`config.mk`:
```
export PLATFORM = sky130hd
export DESIGN_NAME = nested_interrupt_acceptance
export DESIGN_NICKNAME = d
export VERILOG_FILES = /design/src/rtl/nested_interrupt_acceptance.v /design/src/rtl/priority_pick.v
export VERILOG_INCLUDE_DIRS = /design/src /design/src/rtl
export SDC_FILE = /design/constraint.sdc
export NUM_CORES = 1
export LEC_CHECK = 0
export BUFFER_PORTS_ARGS = -buffer_cell sky130_fd_sc_hd__buf_2
export CORE_MARGIN = 3
export CORE_UTILIZATION = 30
export DETAILED_ROUTE_END_ITERATION = 12
export MAX_ROUTING_LAYER = met4
export PLACE_DENSITY = 0.55
export SYNTH_ARGS = -nofsm -noshare
export SYNTH_HDL_FRONTEND = slang
export SYNTH_SLANG_ARGS = --single-unit
export TNS_END_PERCENT = 50
```
`constraint.sdc`:
```
create_clock -name clock -period 5.41 [get_ports clock]
set_clock_uncertainty 0.1 [all_clocks]
set_input_delay 0.2705 -clock clock [delete_from_list [all_inputs] [get_ports clock]]
set_output_delay 0.2705 -clock clock [all_outputs]
set_load 0.05 [all_outputs]
```
`src/rtl/nest_accept_regs.vh`:
```
// constants for the nested interrupt acceptance block
`ifndef NEST_ACCEPT_REGS_VH
`define NEST_ACCEPT_REGS_VH
`define SRC_CNT 8
`define SRC_IDX_W 3
// register index map (4-bit word address)
`define A_REQ 4'h0
`define A_BLOCK 4'h1
`define A_URG 4'h2
`define A_PSW 4'h3
`define A_STAT 4'h4
// status word layout and reset value
`define PSW_RST 8'h02
`define PSW_ACCEPT_BIT 7
`define PSW_LEVEL_BIT 1
`define BLOCK_RST 8'hFF
`define URG_RST 8'hFF
`define ZERO8 8'h00
// instruction class codes from the sequencer
`define INS_PLAIN 3'h0
`define INS_HOLD 3'h1
`define INS_ACCEPT_ALL 3'h2
`define INS_MASK_ALL 3'h3
`define INS_TRAP 3'h4
`define INS_RET_MASKABLE 3'h5
`define INS_RET_TRAP 3'h6
`endif

```
`src/rtl/nested_interrupt_acceptance.v`:
```
// nested interrupt acceptance: accept flag, level flag, urgency bits, hold logic
//
// Design decisions made here: the plain strobed port and the address map.
`timescale 1ns/1ps
`include "nest_accept_regs.vh"
module nested_interrupt_acceptance (
  input wire clock,
  input wire arst_n,
  input wire [3:0] addr,
  input wire [7:0] wdata,
  input wire wr,
  input wire rd,
  output reg [7:0] rdata,
  input wire [`SRC_CNT-1:0] src_event,
  input wire ins_done,
  input wire [2:0] ins_class,
  output reg ack_valid,
  output reg [`SRC_IDX_W-1:0] ack_src,
  output reg trap_ack,
  output reg [7:0] status_word
);
  reg [`SRC_CNT-1:0] req_r;
  reg [`SRC_CNT-1:0] req_nxt;
  reg [`SRC_CNT-1:0] block_r;
  reg [`SRC_CNT-1:0] urg_r;
  reg [7:0] psw_r;
  reg [7:0] psw_nxt;
  reg hold_r;
  reg hold_nxt;
  reg gap_r;
  reg gap_nxt;
  reg ack_nxt;
  reg trap_nxt;
  reg [`SRC_IDX_W-1:0] src_nxt;
  wire [`SRC_CNT-1:0] eligible;
  wire [`SRC_CNT-1:0] hi_cand;
  wire hi_found;
  wire lo_found;
  wire [`SRC_IDX_W-1:0] hi_idx;
  wire [`SRC_IDX_W-1:0] lo_idx;
  wire accept_en;
  wire level;
  wire sel_found;
  wire sel_urg;
  wire [`SRC_IDX_W-1:0] sel_idx;
  wire urg_ok;
  wire ins_is_hold;
  wire boundary;
  wire take;
  wire sw_write;

  assign accept_en = psw_r[`PSW_ACCEPT_BIT];
  assign level = psw_r[`PSW_LEVEL_BIT];
  assign sw_write = wr && (addr == `A_PSW);

  genvar g;
  generate
    for (g = 0; g < `SRC_CNT; g = g + 1) begin : g_elig
      assign eligible[g] = req_r[g] & ~block_r[g];
      // urgency 0 is the high level
      assign hi_cand[g] = eligible[g] & ~urg_r[g];
    end
  endgenerate

  priority_pick u_hi (
    .cand(hi_cand),
    .found(hi_found),
    .idx(hi_idx)
  );

  priority_pick u_lo (
    .cand(eligible),
    .found(lo_found),
    .idx(lo_idx)
  );

  // high urgency group first, fixed order inside
  assign sel_found = hi_found | lo_found;
  assign sel_idx = hi_found ? hi_idx : lo_idx;
  assign sel_urg = ~hi_found;

  // nesting judged by urgency bit against level flag
  // low urgency refused under high service
  // level 0 admits only high urgency
  assign urg_ok = level | ~sel_urg;

  // hold classes cover psw ops, returns, accept/mask, ctl writes
  // trap class is not a hold instruction
  assign ins_is_hold = (ins_class == `INS_HOLD) || (ins_class == `INS_ACCEPT_ALL) ||
                       (ins_class == `INS_MASK_ALL) || (ins_class == `INS_RET_MASKABLE) ||
                       (ins_class == `INS_RET_TRAP);

  // an instruction boundary is the only point where acknowledge may happen
  assign boundary = ins_done && (ins_class != `INS_TRAP);

  // hold and return gap both defer
  // gap after return forces one main instruction
  assign take = boundary && accept_en && sel_found && urg_ok && !ins_is_hold && !hold_r && !gap_r;

  always @* begin
    req_nxt = req_r;
    psw_nxt = psw_r;
    hold_nxt = hold_r;
    gap_nxt = gap_r;
    ack_nxt = 1'b0;
    trap_nxt = 1'b0;
    src_nxt = ack_src;
    // software clear applies first so a same-cycle event wins
    if (wr && (addr == `A_REQ)) begin
      req_nxt = req_r & wdata;
    end
    if (sw_write) begin
      psw_nxt = wdata;
    end
    if (ins_done) begin
      hold_nxt = ins_is_hold;
      // gap lasts until one instruction completes after return
      gap_nxt = (ins_class == `INS_RET_MASKABLE) || (ins_class == `INS_RET_TRAP);
      case (ins_class)
        `INS_ACCEPT_ALL: begin
          psw_nxt[`PSW_ACCEPT_BIT] = 1'b1;
        end
        `INS_MASK_ALL: begin
          psw_nxt[`PSW_ACCEPT_BIT] = 1'b0;
        end
        `INS_TRAP: begin
          trap_nxt = 1'b1;
          psw_nxt[`PSW_ACCEPT_BIT] = 1'b0;
        end
        default: begin
          psw_nxt = psw_nxt;
        end
      endcase
    end
    if (take) begin
      ack_nxt = 1'b1;
      src_nxt = sel_idx;
      req_nxt[sel_idx] = 1'b0;
      psw_nxt[`PSW_ACCEPT_BIT] = 1'b0;
      psw_nxt[`PSW_LEVEL_BIT] = urg_r[sel_idx];
    end
    // request set path ignores urgency bits
    req_nxt = req_nxt | src_event;
  end

  always @(posedge clock or negedge arst_n) begin
    if (!arst_n) begin
      req_r <= `ZERO8;
      block_r <= `BLOCK_RST;
      urg_r <= `URG_RST;
      psw_r <= `PSW_RST;
      hold_r <= 1'b0;
      gap_r <= 1'b0;
      ack_valid <= 1'b0;
      ack_src <= {`SRC_IDX_W{1'b0}};
      trap_ack <= 1'b0;
      status_word <= `PSW_RST;
    end else begin
      req_r <= req_nxt;
      psw_r <= psw_nxt;
      status_word <= psw_nxt;
      hold_r <= hold_nxt;
      gap_r <= gap_nxt;
      ack_valid <= ack_nxt;
      ack_src <= src_nxt;
      trap_ack <= trap_nxt;
      if (wr && (addr == `A_BLOCK)) begin
        block_r <= wdata;
      end
      if (wr && (addr == `A_URG)) begin
        urg_r <= wdata;
      end
    end
  end

  // read data valid only in the cycle after the strobe
  always @(posedge clock or negedge arst_n) begin
    if (!arst_n) begin
      rdata <= `ZERO8;
    end else if (rd) begin
      case (addr)
        `A_REQ: begin
          rdata <= req_r;
        end
        `A_BLOCK: begin
          rdata <= block_r;
        end
        `A_URG: begin
          rdata <= urg_r;
        end
        `A_PSW: begin
          rdata <= psw_r;
        end
        `A_STAT: begin
          rdata <= {4'h0, gap_r, hold_r, sel_found, lo_found};
        end
        default: begin
          rdata <= `ZERO8;
        end
      endcase
    end else begin
      rdata <= `ZERO8;
    end
  end
endmodule // nested_interrupt_acceptance

```
`src/rtl/priority_pick.v`:
```
// fixed-order picker: lowest index among candidate sources
`timescale 1ns/1ps
`include "nest_accept_regs.vh"
module priority_pick (
  input wire [`SRC_CNT-1:0] cand,
  output reg found,
  output reg [`SRC_IDX_W-1:0] idx
);
  integer i;
  always @* begin
    found = 1'b0;
    idx = {`SRC_IDX_W{1'b0}};
    // scan downward so index 0 wins last
    for (i = `SRC_CNT - 1; i >= 0; i = i - 1) begin
      if (cand[i]) begin
        found = 1'b1;
        idx = i[`SRC_IDX_W-1:0];
      end
    end
  end
endmodule // priority_pick

```
# Yosys cells after proc, flatten, opt, wreduce, memory -nomap -nowiden
# Index checks and enable logic that the tools add are counted.
[word_totals] mem_count=0 latchBits=0 wordCells=132 register_bits=47 mem_bits_rw=0 rom_bits=0 out_inout_bits=21
[classes] magnitude_cmp=2 reduce_logical=22 bitwise_logic=38 n_div=0 add_sub_neg=0 n_eq_ne=11 multipliers=0 muxes=49 shifts=0
[ops] operator="2-to-1 mux 3 bit" count=17
[ops] operator="2-to-1 mux 8 bit" count=5
[ops] operator="case mux 8 bit (5 select lines)" count=1
[ops] operator="2-to-1 mux 1 bit" count=23
[ops] operator="AND 1 bit" count=16
[ops] operator="AND 8 bit" count=2
[ops] operator="NOT 1 bit" count=16
[ops] operator="logical AND 1 bit" count=12
[ops] operator="equality test 3 bit (second input constant)" count=3
[ops] operator="equality test 4 x 2 -> 1 bit (second input constant)" count=2
[ops] operator="NOT 8 bit" count=1
[ops] operator="OR 8 bit" count=1
[ops] operator="equality test 3 x 2 -> 1 bit (second input constant)" count=2
[ops] operator="logical OR 1 bit" count=5
[ops] operator="equality test 4 x 1 -> 1 bit (second input constant)" count=1
[ops] operator="equality test 4 x 3 -> 1 bit (second input constant)" count=1
[ops] operator="logical NOT 4 bit" count=1
[ops] operator="< comparator 3 x 4 -> 1 bit (second input constant)" count=1
[ops] operator="binary-select mux 1 bit (select 3 bit)" count=1
[ops] operator="demux 1 bit (select 3 bit)" count=1
[ops] operator="equality test 3 x 1 -> 1 bit (second input constant)" count=1
[ops] operator=">= comparator 3 x 1 -> 1 bit (second input constant)" count=1
[ops] operator="logical NOT 1 bit" count=3
[ops] operator="!= test 3 bit (second input constant)" count=1
[ops] operator="3 further kinds" count=4

# Logic depth before layout (Yosys ltp)
# Gate-level depths: netlist of the first run.
[depth] word_depth=20 ltp_mapped=8 depth_no_buf=7

# Modules after synthesis
# A second synthesis of the first run with hierarchy kept.
[unflattened] hier_cells=227 area_unflattened_um2=2603.7
[by_module_without_submodules] module="nested_interrupt_acceptance" seq_area_each_um2=1197.4 area_per_inst_um2=2443.6 instances=1 cells_per_inst=201
[by_module_without_submodules] module="priority_pick" seq_area_each_um2=0.0 area_per_inst_um2=80.1 instances=2 cells_per_inst=13

# Worst setup path before layout of the first run
# Ideal clock, no wire load.
[synth_path] path_kind="reg2reg" from="register block_r[1]" to="register req_r[7]" path_slack_ns=3.285 path_stages_with_launch=9 path_buffers=1 synth_period_minus_slack_ns=2.125 arrival_time_ns=1.901 cell_sequence="dfstp_2 > nor3b_4 > nor4_4 > and2_4 > nor3b_2 > or3_1 > buf_6 > o221ai_1 > nand2b_1"
[synth_between] elab_chain_cells=14
[synth_lines] element="start: declaration" line="nested_interrupt_acceptance.v:24" source="reg [`SRC_CNT-1:0] block_r;"
[synth_lines] element="start signal: assignment" line="nested_interrupt_acceptance.v:149" source="block_r <= `BLOCK_RST;"
[synth_lines] element="start signal: assignment" line="nested_interrupt_acceptance.v:168" source="block_r <= wdata;"
[synth_lines] element="NOT 1 bit (*)" line="nested_interrupt_acceptance.v:59" source="assign eligible[g] = req_r[g] & ~block_r[g];"
[synth_lines] element="AND 1 bit (*)" line="nested_interrupt_acceptance.v:59"
[synth_lines] element="AND 1 bit" line="nested_interrupt_acceptance.v:61" source="assign hi_cand[g] = eligible[g] & ~urg_r[g];"
[synth_lines] element="2-to-1 mux 3 bit or 2-to-1 mux 1 bit (tied branches) (2 in series)" line="priority_pick.v:15" source="if (cand[i]) begin"
[synth_lines] element="2-to-1 mux 3 bit" line="nested_interrupt_acceptance.v:79" source="assign sel_idx = hi_found ? hi_idx : lo_idx;"
[synth_lines] element="< comparator 3 x 4 -> 1 bit (implied by the code) or >= comparator 3 x 1 -> 1 bit (tied branches)" line="nested_interrupt_acceptance.v:138" source="req_nxt[sel_idx] = 1'b0;"
[synth_lines] element="logical AND 1 bit (implied by the code)" line="nested_interrupt_acceptance.v:138"
[synth_lines] element="2-to-1 mux 1 bit (implied by the code)" line="nested_interrupt_acceptance.v:138"
[synth_lines] element="demux 1 bit (select 3 bit)" line="nested_interrupt_acceptance.v:138"
[synth_lines] element="NOT 8 bit (no line)"
[synth_lines] element="AND 8 bit (no line)"
[synth_lines] element="2-to-1 mux 8 bit (*)" line="nested_interrupt_acceptance.v:135" source="if (take) begin"
[synth_lines] element="OR 8 bit (*)" line="nested_interrupt_acceptance.v:143" source="req_nxt = req_nxt | src_event;"
[synth_lines] element="via req_nxt[7]" line="nested_interrupt_acceptance.v:23" source="reg [`SRC_CNT-1:0] req_nxt;"
[synth_lines] element="end signal: assignment" line="nested_interrupt_acceptance.v:148" source="req_r <= `ZERO8;"
[synth_lines] element="end signal: assignment" line="nested_interrupt_acceptance.v:159" source="req_r <= req_nxt;"
[synth_lines] element="end: declaration" line="nested_interrupt_acceptance.v:22" source="reg [`SRC_CNT-1:0] req_r;"
# The timed path passes the listed nets; every way through them passes the cells marked *.
# A chain may end at the register's enable or synchronous reset.

# Worst setup path in the final report of the first run
[layout_path] from="register req_r[6]" to="register req_r[5]"
[layout_between] elab_chain_cells=18
[layout_lines] element="AND 1 bit (*)" line="nested_interrupt_acceptance.v:59"
[layout_lines] element="AND 1 bit" line="nested_interrupt_acceptance.v:61"
[layout_lines] element="2-to-1 mux 3 bit or 2-to-1 mux 1 bit (tied branches) (7 in series)" line="priority_pick.v:15"
[layout_lines] element="2-to-1 mux 3 bit" line="nested_interrupt_acceptance.v:79"
[layout_lines] element="< comparator 3 x 4 -> 1 bit (implied by the code) or >= comparator 3 x 1 -> 1 bit (tied branches)" line="nested_interrupt_acceptance.v:138"
[layout_lines] element="logical AND 1 bit (implied by the code)" line="nested_interrupt_acceptance.v:138"
[layout_lines] element="2-to-1 mux 1 bit (implied by the code)" line="nested_interrupt_acceptance.v:138"
[layout_lines] element="demux 1 bit (select 3 bit)" line="nested_interrupt_acceptance.v:138"
[layout_lines] element="NOT 8 bit (no line)"
[layout_lines] element="AND 8 bit (no line)"
[layout_lines] element="2-to-1 mux 8 bit (*)" line="nested_interrupt_acceptance.v:135"
[layout_lines] element="OR 8 bit (*)" line="nested_interrupt_acceptance.v:143"
[layout_lines] element="via req_nxt[5]" line="nested_interrupt_acceptance.v:23"
# Marked as above.

==> qor.yml, run 1 <==
yosysMostFrequentCell: "dfrtp_1"
multi_input_area_mm2: 0.00139
cts.sinks: 47
grt_overflow: 0
regToRegStartpoint: "req_r[6]$_DFF_PN0_"
hold_depth: 2
cts_tree: "yes"
yosysUniqueCellTypes: 56
rsz0062_at_grt: "no"
start_kind: "flip-flop"
synth_top_cells_by_count: "dfrtp_1 (30), mux2_2 (24), dfstp_2 (17)"
critical_path.cell_chain: "nor2b_1 > and4b_1 > a41o_1 > a21oi_1 > nand3_1 > o221ai_1 > nand2b_1"
ioPinCount: 49
h-tree-depth: 2
hp-start: "src_event[5]"
seqCellArea_mm2: 0.00120
wl_um: 6790
synth_top_area_cell: "dfrtp_1"
yosysTopAreaCellShare_pct: 28.4
max_freq_ghz: 0.370
die_area_mm2: 0.00998
worst_path_dominant_cell_family: "compound AO/OA/AOI/OAI gates"
power_frac_comb_pct: 34.9
drc: 0
drtIter0Drc: 63
path_buf_inv: 0
min_to: "req_r[5]$_DFF_PN0_"
grtUsageTotal_pct: 15.0
tightest_slew_ns: 0.957
ir_worst_vdd_uv: 265
crit_type: "reg2reg"
cp.required_ns: 5.50
die_y_um: 99.9
avgSynthCellArea_um2: 11.5
std_cell_rows: 33
relSlewSlack_pct: 36.2
start_util_pct: 31.5
drive_gt1_share_pct: 42.9
clockBufferDepth: 2
critical_path_arrival_ns: 2.79
synth_edf_count: 0
hold_slack_ns: 0.0545
drtPass1Iterations: 4
synth_area_leaders: "dfrtp_1 (28%), dfstp_2 (17%), mux2_2 (10%)"
power.density_mw_per_mm2: 390
viasPerCell: 5.18
cts_buffers: 5
cts_root_buffer: "clkbuf_8"
layout-area-overhead-vs-synth_pct: 18.4
switching_share_pct: 36.5
cap_violations: 0
grt_max_degree: 48
slowest_delay_ns: 0.76
slew_violations: 0
coreArea_mm2: 0.00838
yosysWarnings: 0
p_int_uw: 775
fillers: 850
fin_crit_ns: 2.70
synth_seq_cells: 47
reg2regPathDepth: 7
synth_seq_area_share_pct: 45.3
setup_tns_ns: 0
post-route-period-util_pct: 50.0
synth_fp_nets: 258
wire_per_inst_um: 17.6
total_power_uw: 1220
cts_setup_buffers: 0
netlist_instances: 230
pre_cts_slack_ns: 2.75
finalNetCount: 307
crit_path_end_kind: "flip-flop"
insertion_delay_ns: 0.30
regToRegSetupSlack_ns: 2.71
pwr-share-clk_pct: 25.1
vias: 1994
p_switching_uw: 446
ys_async_sr_fraction_pct: 100
port_buffers: 48
postLayoutSetupSlackWorst_ns: 2.71
status: "finished clean"
first_global_vias: 2132
antenna_cells: 0
syn_area_mm2: 0.00264
die_w_um: 99.9
gp_congestion: 0.959
antenna_found_initial: 0
crit_fanout: 11
dp_hpwl_um: 5120
setup_viol: 0
grt_pass1_wl_um: 11300
total_leakage_power_uw: 0.00134
crit_slowest_cell: "a21oi_1"
r2r-end: "req_r[5]$_DFF_PN0_"
synthFlopType: "dfrtp_1"
hold_viol: 0
detail-route-antenna-nets: 0
path_clk_slew_ns: 0.09
power.share.sequential_pct: 40.0
hp-class: "in2reg"
[timing repair]
| action | CTS | global route |
|---|---|---|
| gates resized for setup | 0 | 0 |
| setup endpoints to repair | 0 | 0 |
| hold endpoints to repair | 30 | 0 |
| hold buffers | 1 | 0 |
[final cells by class]
class                      count  area share [%]
clock inverter                 3            2.16
tap                          105            4.20
inverter                       6           0.719
clock buffer                   5            2.20
sequential                    47            38.2
multi-input combinational    169            44.2
timing repair buffer          50            8.23
[flip-flops by register name, summed over array words and instances, names as in the netlist]
register   flops
block_r        8
psw_r          8
rdata          8
req_r          8
urg_r          8
ack_src        3
ack_valid      1
gap_r          1
hold_r         1
trap_ack       1
[power groups by stage]
stage | Sequential [uW] | Clock (uW) | Combinational (uW)
6_report | 488 | 306 | 427
2_1_floorplan | 563 | 0 | 245
5_1_grt | 499 | 327 | 466
3_3_place_gp | 494 | 0 | 431
3_5_place_dp | 494 | 0 | 427
4_1_cts | 488 | 315 | 430
[layer usage]
| layer | wire length (um) | up-vias | share of wire, % | global-route usage [%] |
|---|---|---|---|---|
| met1 | 3210 | 972 | 47 | 20.3 |
| met5 | 0 | - | 0 | - |
| met3 | 306 | 13 | 4.5 | 2.64 |
| met4 | 127 | 0 | 1.9 | 4.62 |
| li1 | - | 958 | - | - |
| met2 | 3150 | 51 | 46 | 23.0 |
[worst reg2reg max path: cells and delay by family, from the launching register on]
kind	cells	cell delay [ns]
AO/OA/AOI/OAI	3	1.29
AND/OR/NAND/NOR	4	0.80
flip-flops	1	0.40
[cell usage in the layout, fill, tap and decap left out, drive strengths merged, types with 8 or more instances in the layout]
master and count:
nor2 16, nor3b 10, dfrtp 30, buf 49
nand2b 14, o21ai 8, mux2 24, nor2b 9
nand2 9, dfstp 17
[cells by family (layout without fill, tap and decap cells)]
logic type | after synthesis | in the layout | synth area share, %
AND/OR/NAND/NOR | 83 | 83 | 20.7
XOR/XNOR | 1 | 1 | 0.331
multiplexers | 35 | 35 | 17.2
buffers and inverters | 14 | 64 | 2.32
flip-flops | 47 | 47 | 45.3
AO/OA/AOI/OAI | 50 | 50 | 14.2
[how the worst max path moves through the flow]
stage	slack, ns	cells after the start	from	to
after global routing	2.47	7	req_r[6]$_DFF_PN0_	req_r[7]$_DFF_PN0_
after global placement	2.81	7	block_r[4]$_DFFE_PN1P_	req_r[4]$_DFF_PN0_
final	2.71	7	req_r[6]$_DFF_PN0_	req_r[5]$_DFF_PN0_
after detailed placement	2.75	7	block_r[4]$_DFFE_PN1P_	req_r[5]$_DFF_PN0_
after CTS	2.72	7	req_r[6]$_DFF_PN0_	req_r[5]$_DFF_PN0_
after floorplan	3.29	8	block_r[1]$_DFFE_PN1P_	req_r[7]$_DFF_PN0_
[metrics by stage]
stage / cell area, um2 / instances / utilization [%]
final: 3130 / 385 / 37.3
after global routing: 3130 / 385 / 37.3
after CTS: 3130 / 385 / 37.3
after detailed placement: 2980 / 376 / 35.6
after global placement: 2980 / 376 / 35.6
after floorplan: 2640 / 230 / -
No activity file was read; power rests on OpenSTA's default activity.
==> run 2, diff against run 1 <==
--- a/config.mk
+++ b/config.mk
@@ -11,7 +11,7 @@
 export CORE_UTILIZATION = 30
 export DETAILED_ROUTE_END_ITERATION = 12
 export MAX_ROUTING_LAYER = met4
-export PLACE_DENSITY = 0.55
+export PLACE_DENSITY = 0.57
 export SYNTH_ARGS = -nofsm -noshare
 export SYNTH_HDL_FRONTEND = slang
 export SYNTH_SLANG_ARGS = --single-unit
==> constraint.sdc (replaced) <==
create_clock -name clock -period 2.47 [get_ports clock]
set_clock_uncertainty 0.1 [all_clocks]
set_input_delay 0.1235 -clock clock [delete_from_list [all_inputs] [get_ports clock]]
set_output_delay 0.1235 -clock clock [all_outputs]
set_load 0.05 [all_outputs]
==> qor.yml, run 2 (synthesized netlist as in run 1, its figures left out) <==
crit_type: "reg2reg"
critical_path_arrival_ns: 2.38  # -0.41 ns
first_global_vias: 2139  # +0.33%
setup_viol: 0  # unchanged
fillers: 843  # -0.82%
crit_fanout: 6  # -5
drtIter0Drc: 99  # +57%
relSlewSlack_pct: 36.9  # +0.67 points
grtUsageTotal_pct: 14.7  # -0.24 points
cts.sinks: 47  # unchanged
pre_cts_slack_ns: 0.146  # -2.61 ns
status: "finished clean"
top_usage_layer: "met2"
ir_worst_vdd_uv: 468  # +76%
crit_slowest_cell: "dfstp_2"
max_freq_ghz: 0.435  # +18%
drtPass1Iterations: 4  # unchanged
hp-class: "in2reg"
use_met1_pct: 19.6  # -0.72 points
wl_um: 6760  # -0.54%
cts_setup_buffers: 0  # unchanged
hold_viol: 0  # unchanged
cap_violations: 0  # unchanged
die_area_mm2: 0.00998  # unchanged
grt_pass1_wl_um: 11100  # -1.8%
min_to: "psw_r[4]$_DFFE_PN0P_"
clockBufferDepth: 2  # unchanged
grt_use_met3_pct: 3.06  # +0.42 points
power.density_mw_per_mm2: 766  # +96%
slew_violations: 0  # unchanged
critical_path.cell_chain: "nand2b_1 > nand2_1 > o41ai_2 > and2_1 > nand3_1 > o221ai_1 > nand2b_1"
fin_crit_ns: 2.30  # -0.408 ns
drc: 0  # unchanged
crit_start: "block_r[2]$_DFFE_PN1P_"
std_cell_rows: 33  # unchanged
dp_hpwl_um: 5090  # -0.53%
regToRegStartpoint: "block_r[2]$_DFFE_PN1P_"
port_buffers: 48  # unchanged
h-tree-depth: 2  # unchanged
antenna_found_initial: 0  # unchanged
gp_congestion: 0.938  # -2.2%
setup_tns_ns: 0  # unchanged
hold_depth: 2  # unchanged
tightest_slew_ns: 0.947  # -0.0101 ns
final_cell_mix: "buf_2 (48), dfrtp_1 (30), mux2_2 (24)"
rsz0062_at_grt: "yes"
ioPinCount: 49  # unchanged
cts_root_buffer: "clkbuf_8"
wire_per_inst_um: 16.7  # -5.5%
cts_tree: "yes"
r2r-end: "req_r[6]$_DFF_PN0_"
post-route-period-util_pct: 93.0  # +43 points
die_y_um: 99.9  # unchanged
antenna_cells: 0  # unchanged
hold_slack_ns: 0.00376  # -0.0508 ns
vias: 2099  # +5.3%
grt_max_degree: 43  # -10%
cts_buffers: 5  # unchanged
crit_path_end_kind: "flip-flop"
hp-start: "wdata[4]"
coreArea_mm2: 0.00838  # unchanged
grt_overflow: 0  # unchanged
layout-area-overhead-vs-synth_pct: 23.5
cp.required_ns: 2.55  # -2.95 ns
path_clk_slew_ns: 0.08  # about the same
path_common_cell: "nand2b_1"
grtUsageMet2_pct: 22.8  # -0.15 points
viasPerCell: 5.18  # about the same
regToRegSetupSlack_ns: 0.17  # -2.53 ns
start_util_pct: 31.5  # unchanged
slowest_delay_ns: 0.56  # -0.20 ns
start_kind: "flip-flop"
drive_gt1_share_pct: 42.0  # -0.86 points
detail-route-antenna-nets: 0  # unchanged
total_leakage_power_uw: 0.00141  # +5.3%
insertion_delay_ns: 0.29  # about the same
reg2regPathDepth: 7  # unchanged
finalNetCount: 328  # +6.8%
postLayoutSetupSlackWorst_ns: 0.173  # -2.53 ns
final_common_cell: "buf_2"
die_w_um: 99.9  # unchanged
-- run 2: power by group --
group | leakage (uW) | total, uW | switching [uW] | internal, uW
Clock | 0.0000383 | 437 | 242 | 195
Combinational | 0.000835 | 999 | 594 | 405
Sequential | 0.000537 | 1060 | 122 | 942
-- run 2: stage by stage --
step / util [%] / total power (uW) / cell area, um2 / std cells
2_1_floorplan: - / 1770 / 2640 / 230
3_3_place_gp: 36.3 / 2040 / 3040 / 384
3_5_place_dp: 36.3 / 2050 / 3040 / 384
4_1_cts: 38.9 / 2520 / 3260 / 405
5_1_grt: 39.0 / 2660 / 3270 / 405
6_report: 39.0 / 2500 / 3270 / 405
-- run 2: how the worst max path moves through the flow --
| stage | endpoint | slack, ns | cells past startpoint |
|---|---|---|---|
| detailed placement | req_r[7]$_DFF_PN0_ | 0.15 | 7 |
| global placement | req_r[7]$_DFF_PN0_ | 0.16 | 7 |
| CTS | req_r[3]$_DFF_PN0_ | 0.12 | 7 |
| finish | req_r[6]$_DFF_PN0_ | 0.17 | 7 |
| global route | req_r[0]$_DFF_PN0_ | -0.05 | 7 |
| floorplan | req_r[7]$_DFF_PN0_ | 0.35 | 8 |
-- run 2: layout make-up --
type,count,area (um2),share of cell area [%]
inverters,6,22.5,0.690
repair buffers,71,448,13.7
clock buffers,7,76.3,2.34
flip-flops and latches,47,1200,36.7
well taps,105,131,4.02
multi-input cells,169,1390,42.6
-- run 2: critical path, delay by kind of cell (launching register included) --
kind / cells / cell delay [ns]
compound gates: 2 / 0.64
simple gates: 5 / 0.89
flops: 1 / 0.56
-- run 2: per-layer routing --
metal  vias to the layer above  share of wire (%)
li1                       1009                  -
met1                      1012                 46
met2                        66                 47
met3                        12                5.3
met4                         0                1.5
met5                         -                  0
-- run 2: what timing repair did --
item	4_1_cts	5_1_grt
endpoints found under the hold margin	44	0
hold buffers	14	0
gates resized for setup	0	1
setup endpoints to repair	0	6
==> run 3, diff against run 2 <==
--- a/config.mk
+++ b/config.mk
@@ -7,11 +7,10 @@
 export NUM_CORES = 1
 export LEC_CHECK = 0
 export BUFFER_PORTS_ARGS = -buffer_cell sky130_fd_sc_hd__buf_2
-export CORE_MARGIN = 3
 export CORE_UTILIZATION = 30
 export DETAILED_ROUTE_END_ITERATION = 12
 export MAX_ROUTING_LAYER = met4
-export PLACE_DENSITY = 0.57
+export PLACE_DENSITY = 0.61
 export SYNTH_ARGS = -nofsm -noshare
 export SYNTH_HDL_FRONTEND = slang
 export SYNTH_SLANG_ARGS = --single-unit
==> qor.yml, run 3 (synthesized netlist as in run 1, its figures left out) <==
crit_type: "reg2reg"
setup_tns_ns: 0  # unchanged
power.density_mw_per_mm2: 798  # +4.2%
drc: 0  # unchanged
status: "finished clean"
tightest_slew_ns: 0.980  # +0.0329 ns
wire_per_inst_um: 16.7  # -0.17%
final_cell_mix: "buf_2 (48), dfrtp_1 (30), mux2_2 (24)"
slowest_delay_ns: 0.57  # about the same
coreArea_mm2: 0.00838  # unchanged
hold_viol: 0  # unchanged
die_y_um: 95.9  # -4.0%
cts_tree: "yes"
detail-route-antenna-nets: 0  # unchanged
final_common_cell: "buf_2"
gp_congestion: 0.936  # -0.25%
h-tree-depth: 2  # unchanged
wl_um: 6760  # about the same
drtPass1Iterations: 4  # unchanged
total_power_uw: 2640  # +5.5%
slew_violations: 0  # unchanged
total_leakage_power_uw: 0.00143  # +1.4%
max_freq_ghz: 0.426  # -2.2%
ioPinCount: 49  # unchanged
antenna_cells: 0  # unchanged
start_util_pct: 31.5  # unchanged
regToRegSetupSlack_ns: 0.12  # -0.05 ns
drive_gt1_share_pct: 42.2  # +0.19 points
cts_root_buffer: "clkbuf_8"
rsz0062_at_grt: "yes"
post-route-period-util_pct: 95.0  # +2.1 points
relSlewSlack_pct: 34.7  # -2.2 points
die_area_mm2: 0.00919  # -7.8%
critical_path.cell_chain: "nor3b_2 > nor4_2 > and2_4 > nor3b_2 > or3_1 > o221ai_1 > nand2b_1"
clockBufferDepth: 2  # unchanged
cts_setup_buffers: 0  # unchanged
cts_resized: 0  # unchanged
path_common_cell: "nor3b_2"
grt_overflow: 0  # unchanged
finalNetCount: 328  # unchanged
layout-area-overhead-vs-synth_pct: 25.0
std_cell_rows: 33  # unchanged
path_clk_slew_ns: 0.09  # about the same
dp_hpwl_um: 4980  # -2.2%
antenna_found_initial: 0  # unchanged
viasPerCell: 5.16  # -0.48%
grtUsageTotal_pct: 16.2  # +1.4 points
drtIter0Drc: 71  # -28%
cp.required_ns: 2.56  # about the same
place_area_mm2: 0.00304  # -0.25%
port_buffers: 48  # unchanged
die_w_um: 95.9  # -4.0%
crit_slowest_cell: "dfstp_2"
critical_path_arrival_ns: 2.44  # +0.06 ns
fin_area_mm2: 0.00330  # +1.2%
hp-class: "in2reg"
cts_buffers: 5  # unchanged
ir_worst_vdd_uv: 335  # -28%
insertion_delay_ns: 0.31  # +0.02 ns
setup_viol: 0  # unchanged
crit_path_end_kind: "flip-flop"
grt_pass1_wl_um: 10800  # -2.5%
start_kind: "flip-flop"
fin_crit_ns: 2.35  # +0.0507 ns
grt_max_degree: 44  # +2.3%
vias: 2094  # -0.24%
crit_fanout: 7  # +1
cts.sinks: 47  # unchanged
post-route-util_pct: 39.4  # +0.46 points
first_global_vias: 2067  # -3.4%
cap_violations: 0  # unchanged
==> run 3: per-stage QoR <==
| step | worst slack [ns] | instances | hold WS (ns) |
|---|---|---|---|
| 6_report | 0.123 | 406 | 0.00152 |
| 5_1_grt | -0.00313 | 406 | 0.000319 |
| 4_1_cts | 0.117 | 406 | 0.000343 |
| 3_5_place_dp | 0.135 | 383 | 0.213 |
| 3_3_place_gp | 0.127 | 383 | 0.213 |
| 2_1_floorplan | 0.345 | 230 | -0.272 |
==> run 3: area by class of cell <==
type | instances | area (um2)
fillers | 834 | 5080
well taps | 105 | 131
clock inverters | 2 | 35.0
multi-input cells | 169 | 1390
repair buffers | 71 | 450
flip-flops and latches | 47 | 1200
inverters | 6 | 22.5
clock buffers | 6 | 82.6
==> run 3: per-layer routing <==
metal,share of wire (%),GRT usage (%),wire (um)
met5,0,-,0
met4,1.7,4.10,117
met3,4.3,3.00,288
met2,46,24.9,3090
met1,48,22.0,3270
==> run 3: critical path: cells and delay by family (launching register included) <==
kind	cells	cell delay [ns]
flops	1	0.57
compound gates	1	0.25
simple gates	6	1.31
==> run 3: worst paths after layout <==
path	start	endpoint	cells after the start
hold reg to reg	ack_src[2]$_DFFE_PN0P_	ack_src[2]$_DFFE_PN0P_	1
max in group asynchronous	arst_n	block_r[7]$_DFFE_PN1P_	3
setup reg to reg	urg_r[6]$_DFFE_PN1P_	req_r[5]$_DFF_PN0_	7
min in group asynchronous	arst_n	req_r[0]$_DFF_PN0_	2
hold / removal	wdata[0]	psw_r[0]$_DFFE_PN0P_	2
setup / recovery	urg_r[6]$_DFFE_PN1P_	req_r[5]$_DFF_PN0_	7
==> run 3: timing repair <==
action | in CTS | in global routing
hold buffers | 15 | 0
setup endpoints to repair | 0 | 1
endpoints found under the hold margin | 45 | 0
==> run 3: power by group <==
part / switching (uW) / internal (uW)
Sequential: 121 / 942
Clock: 265 / 328
Combinational: 591 / 390
